## config.mk

```make
export PLATFORM = sky130hd
export DESIGN_NAME = imu_spi_slave_port
export DESIGN_NICKNAME = d
export VERILOG_FILES = /design/src/shared/imu_spi_pkg.sv /design/src/imu_spi_slave_port.sv
export VERILOG_INCLUDE_DIRS = /design/src /design/src/shared
export SDC_FILE = /design/constraint.sdc
export NUM_CORES = 1
export LEC_CHECK = 0
export ABC_AREA = 1
export BUFFER_PORTS_ARGS = -buffer_cell sky130_fd_sc_hd__buf_2
export CORE_MARGIN = 3
export CORE_UTILIZATION = 50
export CTS_CLUSTER_DIAMETER = 120
export DETAILED_ROUTE_END_ITERATION = 16
export PLACE_DENSITY = 0.74
export SYNTH_ARGS = -nofsm -noshare
export SYNTH_HDL_FRONTEND = slang
export SYNTH_SLANG_ARGS = --single-unit
```

## constraint.sdc

```tcl
create_clock -name mclk -period 1.8 [get_ports mclk]
set_input_delay 0.27 -clock mclk [delete_from_list [all_inputs] [get_ports mclk]]
set_output_delay 0.27 -clock mclk [all_outputs]
set_load 0.02 [all_outputs]
```

## src/shared/imu_spi_defines.svh

```systemverilog
// constants for the serial register port: field positions, reset values, addresses
`ifndef IMU_SPI_DEFINES_SVH
`define IMU_SPI_DEFINES_SVH
`define SPI_ADDR_W 7
`define SPI_DATA_W 8
`define SPI_DIR_BIT 7
`define SPI_LAST_BIT 3'h7
`define SPI_FIRST_CONTROL_ADDR 7'h02
`define SPI_WIRE_MODE_BIT 7
`define SPI_WIRE_MODE_RST 1'h0
`define SPI_ADDR_STEP 7'h01
`endif

```

## src/shared/imu_spi_pkg.sv

```systemverilog
// types shared by the serial register port and its bench
package imu_spi_pkg;
    // one-hot transfer phases
    typedef enum logic [3:0] {
        ST_IDLE  = 4'h1,
        ST_ADDR  = 4'h2,
        ST_WRITE = 4'h4,
        ST_READ  = 4'h8
    } spi_state_t;

    // request toward the register file
    typedef struct packed {
        logic       wr;
        logic       rd;
        logic [6:0] addr;
        logic [7:0] wdata;
    } reg_req_t;

    // serial pin drivers
    typedef struct packed {
        logic d2h;
        logic d2h_oe;
        logic h2d;
        logic h2d_oe;
    } pins_t;
endpackage

```

## src/imu_spi_slave_port.sv

```systemverilog
// serial peripheral slave port giving a host access to the sensor registers
//
// Overview of operation
// four-wire: select, clock, data in, data out
// three-wire: one shared bidirectional data line
// data-in pin becomes bidirectional in three-wire
// accept mode 0 or 3, detected automatically
// control register bit 7 selects three-wire
// sample incoming data on rising clock edge
// change outgoing data on falling clock edge
// host keeps serial clock at most 15 MHz
// every byte shifts most significant bit first
// single and burst reads and writes supported
// host writes configuration registers singly only
// first byte: read flag then seven address bits
// data bytes are eight bits, D7 first
// host drives shared line during three-wire writes
// three-wire read: device drives after address byte
// host holds select low whole transfer
// host reads and writes configuration registers here
// select active low; output floats when idle
// burst read advances address after each byte
`timescale 1ns/10ps
`include "imu_spi_defines.svh"

module imu_spi_slave_port (
    input wire logic mclk, // system clock, 100 MHz
    input wire logic rst_n, // asynchronous reset, active low
    input wire logic chip_select_n, // chip select pin, active low
    input wire logic serial_clock_pin, // serial clock from host
    input wire logic host_to_device_line_in, // data-in pin level
    output logic host_to_device_line_out, // data-in pin drive value (three-wire)
    output logic host_to_device_line_oe, // data-in pin drive enable
    output logic device_to_host_line_out, // data-out pin drive value (four-wire)
    output logic device_to_host_line_oe, // data-out pin drive enable
    output imu_spi_pkg::reg_req_t reg_req, // register access strobes
    input wire logic [7:0] reg_rdata, // read data, valid while reg_req.rd is high
    output logic three_wire_mode, // copy of control register bit 7
    output logic mode3_seen // clock idled high at last select
);
    import imu_spi_pkg::*;

    // ------------------------------------------------------------
    // pin synchronisers
    // ------------------------------------------------------------
    logic cs_sync1, cs_sync2, cs_prev; // select chain
    logic clk_sync1, clk_sync2, clk_prev; // serial clock chain
    logic di_sync1, di_sync2; // data-in chain

    // two flops per pin, plus a third on select and clock for edge detection; first stage feeds only the second
    always_ff @(posedge mclk or negedge rst_n) begin
        if (!rst_n) begin
            cs_sync1 <= 1'b1;
            cs_sync2 <= 1'b1;
            cs_prev <= 1'b1;
            clk_sync1 <= 1'b0;
            clk_sync2 <= 1'b0;
            clk_prev <= 1'b0;
            di_sync1 <= 1'b0;
            di_sync2 <= 1'b0;
        end else begin
            cs_sync1 <= chip_select_n;
            cs_sync2 <= cs_sync1;
            cs_prev <= cs_sync2;
            clk_sync1 <= serial_clock_pin;
            clk_sync2 <= clk_sync1;
            clk_prev <= clk_sync2;
            di_sync1 <= host_to_device_line_in;
            di_sync2 <= di_sync1;
        end
    end

    logic rise, fall, cs_fall; // edge events, valid only while selected
    assign rise = clk_sync2 & ~clk_prev & ~cs_sync2;
    assign fall = ~clk_sync2 & clk_prev & ~cs_sync2;
    assign cs_fall = cs_prev & ~cs_sync2;

    // ------------------------------------------------------------
    // transfer engine
    // ------------------------------------------------------------
    spi_state_t state, next_state; // transfer phase
    logic [2:0] bit_cnt, next_bit_cnt; // bits taken in current byte
    logic [7:0] shift_in, next_shift_in; // incoming byte
    logic [7:0] shift_out, next_shift_out; // outgoing byte
    logic [6:0] addr, next_addr; // current register address
    logic load_pend, next_load_pend; // read data arrives this cycle
    logic out_bit, next_out_bit; // bit being driven
    logic out_en, next_out_en; // device owns the data line
    logic three_wire, next_three_wire; // wire mode select
    logic idle_high, next_idle_high; // detected clock polarity
    reg_req_t req, next_req; // register strobes
    pins_t pins, next_pins; // registered pin drivers
    logic [7:0] byte_in; // byte including the bit sampled now

    // next-state logic for the whole port
    always_comb begin
        next_state = state;
        next_bit_cnt = bit_cnt;
        next_shift_in = shift_in;
        next_shift_out = shift_out;
        next_addr = addr;
        next_load_pend = 1'b0;
        next_out_bit = out_bit;
        next_out_en = out_en;
        next_three_wire = three_wire;
        next_idle_high = idle_high;
        next_req = req;
        next_req.wr = 1'b0;
        next_req.rd = 1'b0;
        byte_in = {shift_in[6:0], di_sync2}; // msb arrives first
        if (cs_fall) begin
            // clock level at select tells mode 0 from mode 3
            next_idle_high = clk_sync2;
        end
        if (cs_sync2) begin
            // deselected: release the line and forget the transfer
            next_state = ST_IDLE;
            next_bit_cnt = 3'h0;
            next_out_en = 1'b0;
        end else begin
            case (state)
                ST_IDLE: begin
                    next_state = ST_ADDR;
                    next_bit_cnt = 3'h0;
                end
                ST_ADDR: begin
                    // a mode 3 leading fall is simply ignored here
                    if (rise) begin
                        next_shift_in = byte_in;
                        next_bit_cnt = bit_cnt + 3'h1;
                        if (bit_cnt == `SPI_LAST_BIT) begin
                            next_addr = byte_in[6:0];
                            if (byte_in[`SPI_DIR_BIT]) begin
                                next_state = ST_READ;
                                next_req.rd = 1'b1;
                                next_req.addr = byte_in[6:0];
                                next_load_pend = 1'b1;
                            end else begin
                                next_state = ST_WRITE;
                            end
                        end
                    end
                end
                ST_WRITE: begin
                    if (rise) begin
                        next_shift_in = byte_in;
                        next_bit_cnt = bit_cnt + 3'h1;
                        if (bit_cnt == `SPI_LAST_BIT) begin
                            // whole data byte in: strobe and step for burst
                            next_req.wr = 1'b1;
                            next_req.addr = addr;
                            next_req.wdata = byte_in;
                            next_addr = addr + `SPI_ADDR_STEP;
                            if (addr == `SPI_FIRST_CONTROL_ADDR) begin
                                next_three_wire = byte_in[`SPI_WIRE_MODE_BIT];
                            end
                        end
                    end
                end
                ST_READ: begin
                    if (load_pend) begin
                        next_shift_out = reg_rdata;
                    end
                    if (fall) begin
                        // new bit only on falling edge, msb first
                        next_out_bit = shift_out[7];
                        next_shift_out = {shift_out[6:0], 1'b0};
                        next_out_en = 1'b1;
                    end
                    if (rise) begin
                        next_bit_cnt = bit_cnt + 3'h1;
                        if (bit_cnt == `SPI_LAST_BIT) begin
                            // prefetch the following register for a burst
                            next_addr = addr + `SPI_ADDR_STEP;
                            next_req.rd = 1'b1;
                            next_req.addr = addr + `SPI_ADDR_STEP;
                            next_load_pend = 1'b1;
                        end
                    end
                end
                default: begin
                    next_state = ST_IDLE;
                end
            endcase
        end
        // four-wire drives the data-out pin, three-wire the shared pin
        next_pins.d2h = next_out_bit;
        next_pins.h2d = next_out_bit;
        next_pins.d2h_oe = next_out_en & ~next_three_wire;
        next_pins.h2d_oe = next_out_en & next_three_wire;
    end

    // state registers
    always_ff @(posedge mclk or negedge rst_n) begin
        if (!rst_n) begin
            state <= ST_IDLE;
            bit_cnt <= 3'h0;
            shift_in <= 8'h00;
            shift_out <= 8'h00;
            addr <= 7'h00;
            load_pend <= 1'b0;
            out_bit <= 1'b0;
            out_en <= 1'b0;
            three_wire <= `SPI_WIRE_MODE_RST; // four-wire after reset
            idle_high <= 1'b0;
            req <= '0;
            pins <= '0;
        end else begin
            state <= next_state;
            bit_cnt <= next_bit_cnt;
            shift_in <= next_shift_in;
            shift_out <= next_shift_out;
            addr <= next_addr;
            load_pend <= next_load_pend;
            out_bit <= next_out_bit;
            out_en <= next_out_en;
            three_wire <= next_three_wire;
            idle_high <= next_idle_high;
            req <= next_req;
            pins <= next_pins;
        end
    end

    assign host_to_device_line_out = pins.h2d;
    assign host_to_device_line_oe = pins.h2d_oe;
    assign device_to_host_line_out = pins.d2h;
    assign device_to_host_line_oe = pins.d2h_oe;
    assign reg_req = req;
    assign three_wire_mode = three_wire;
    assign mode3_seen = idle_high;
endmodule

```

==> results.md <==
- Via count: 2,322
- Vias in the first global route: 2,137
- Detailed placement HPWL: about 4200 um
- Count of cell types in the netlist: 30
- Clock Sinks: 60
- #FFs+latches synth: 60
- Routed length on met1: around 2900 um
- WL/cell: 12.8 um
- WP depth: 10
- Worst Hold Class: primary input to flop
- Clock transition at the registers of the reported paths: 0.07 ns
- Synthesis Warnings: 0
- GP Congestion: between 0.8 and 0.9
- Crit path capture type: flop
- R2R depth: 10
- Top cells by area, synth: dfrtp_1 48%, nand2_1 12%, o21ai_0 5.7%
- CORE AREA: ~0.0056 mm^2
- Worst path bufs/invs: 1
- Grt ovf: 0
- Slowest-stage cell, CP: dfrtp_1
- Worst-skew pair later-pin latency: 0.34 ns
- CP top delay family: simple AND/OR/NAND/NOR gates
- # DRC: 0
- Final nets: 398
- Share of the synthesized area in the top cell type: 0.483
- Root buffer cell: clkbuf_8
- Hold Path Cell Cnt: 1
- WL final: 5880 um
- N_diodes: 0
- Pins Over Slew Limit: 0
- Post-synthesis sequential area ratio: 0.519
- Final Instance Area: ~0.0034 mm^2
- Maximum vdd ir drop: 0.595 mV
- Min cycle time layout: around 1.7 ns
- Area of the mapped netlist: 0.00290 mm^2
- Syn Nets: between 300 and 400
- CTS Buffer Depth: 2
- Clock Skew: 0.0124 ns
- TNS Setup: 0 ns
- Final setup fails: 0
- Starting Density: 0.521
- DRT iter0 DRCs: 125
- DR vias/cell: 5.07
- Type of origin of the critical path: flop
- Syn avg cell area: 8.64 um^2
- First-pass GRT wire length: 9800 um
- WP data required: 2.03 ns
- Met3 Routed Length: 239 um
- Fin util: 0.607
- I/O pin count: 36
- Pin count of the biggest net entering global routing: 61
- Filler cells: 503
- Die ar.: around 0.0068 mm^2
- Leakage power: between 1.5 and 2 nW
- Status: finished clean
- Post-Synthesis Cells: around 340
- Rows: 27
- Gr usage total: 0.194
- Largest stage delay on the critical path: 0.37 ns
- Dpl ws: 0.109 ns
- Area delta synth->final: 16.5%
- Pwr/cell area: 811 mW/mm^2
- Antenna violations before repair: 0
- CTS tree: done
- First-pass DRT Iterations: 4
- Critical path class: flop to flop
- I/O Buffers: 35
- Top Layer Used: met4
- Relative slew slack: 0.761
- Leading cell type in the layout, fill and taps excluded: nand2_1
- Chip width: 82.2 um
- Share of cells above drive strength 1: 0.236
- Min Hold Slack: about 0.026 ns
- CP Data Arrival Time: 1.93 ns
- Max Fclk: 588 MHz
- Metal2 WL: approximately 2700 um
- Post-placement cell area: 0.00316 mm^2
- Worst setup margin: 0.0995 ns
- Hold Vio Cnt, Final: 0
- Most frequent cells in the layout: 91 x nand2_1, 56 x dfrtp_1, 36 x inv_1
- CTS Buf Count: 9
- Max cap viols: 0
- Htree depth: 3
- Actual slew at the worst max-slew pin: approximately 0.36 ns
- Area leader, netlist: dfrtp_1
- Die Ht: roughly 82 um
- Critical Path, Cell by Cell: ha_1 -> ha_2 -> nand3_4 -> nor2_8 -> nand2_4 -> clkinv_4 -> nand2_2 -> nand2_1 -> o21ai_2 -> and2_1
- Fin crit share: 0.945
- Antenna-violating nets left: 0
- CP max FO: 6
flip-flops by register name (all words and copies together) (netlist names):
signal,cells
clk_sync2,1
cs_sync2,1
shift_in,7
clk_sync1,1
state,4
clk_prev,1
mode3_seen,1
cs_sync1,1
reg_req,16
load_pend,1
device_to_host_line_oe,1
host_to_device_line_oe,1
three_wire_mode,1
cs_prev,1
bit_cnt,3
di_sync1,1
out_en,1
shift_out,8
addr,7
di_sync2,1
host_to_device_line_out,1
layout make-up:
cell class,count,area (um^2),area share
clock buffer,11,151,0.0448
clock inverter,5,36.3,0.0107
tap,72,90.1,0.0266
multi-input combinational,225,1180,0.350
sequential,60,1510,0.445
timing repair buffer,43,250,0.0740
inverter,42,165,0.0488
Yosys cell counts, drive strengths merged:
cell / number
o211ai: 8
a31oi: 1
nand3: 36
dfstp: 4
and2: 1
a21oi: 11
nor2: 26
nand2: 97
buf: 9
nand3b: 1
dfrtp: 56
nand4: 4
o21ai: 34
inv: 41
ha: 4
o22ai: 1
xor2: 1
clkinv: 1
stage by stage:
| stage | total power [W] | instances |
|---|---|---|
| final | 0.00274 | 458 |
| after global routing | 0.00287 | 458 |
| after CTS | 0.00278 | 457 |
| after detailed placement | 0.00166 | 440 |
| after global placement | 0.00166 | 440 |
| after floorplan | 0.00158 | 336 |
per-layer routing:
layer / track usage / up-vias
li1: - / 1181
met1: 0.274 / 1072
met2: 0.276 / 58
met3: 0.0456 / 11
met4: 0.101 / 0
met5: 0 / -
where the power goes:
part	internal, W	switching (W)
Sequential	0.00139	0.0000375
Clock	0.000573	0.000533
Combinational	0.0000676	0.000139
Total	0.00203	0.000710
path summary, 6_finish.rpt:
path                                         from                               end  slack, ns
setup / recovery           bit_cnt[0]$_DFFE_PN0P_  host_to_device_line_oe$_DFF_PN0_        0.1
hold / removal                      chip_select_n                cs_sync1$_DFF_PN1_       0.03
setup reg to reg           bit_cnt[0]$_DFFE_PN0P_  host_to_device_line_oe$_DFF_PN0_        0.1
hold reg to reg                cs_sync1$_DFF_PN1_                cs_sync2$_DFF_PN1_       0.36
max in group asynchronous                   rst_n              state[0]$_DFFE_PN1P_       1.04
min in group asynchronous                   rst_n          shift_out[5]$_DFFE_PN0P_       0.44
what timing repair did:
action,in CTS,in global routing
setup buffers,0,1
hold endpoints to repair,56,0
hold buffers,1,0
setup endpoints to repair,0,6
resized for setup,0,4
worst register-to-register path: cells and delay by family, from the launching register on:
family                     cells  cell delay [ns]
and+or+nand+nor                6             0.70
adders and majority gates      2             0.39
AOI/OAI and AO/OA              1             0.07
DFF                            1             0.37
buffers and inverters          1             0.08
kinds of logic after synthesis:
group           synth area share
simple gates               0.278
compound gates             0.104
fa+ha+maj                 0.0172
xor+xnor                 0.00302
buf+inv                   0.0793
flops                      0.519
No activity file was read; power rests on OpenSTA's default activity.
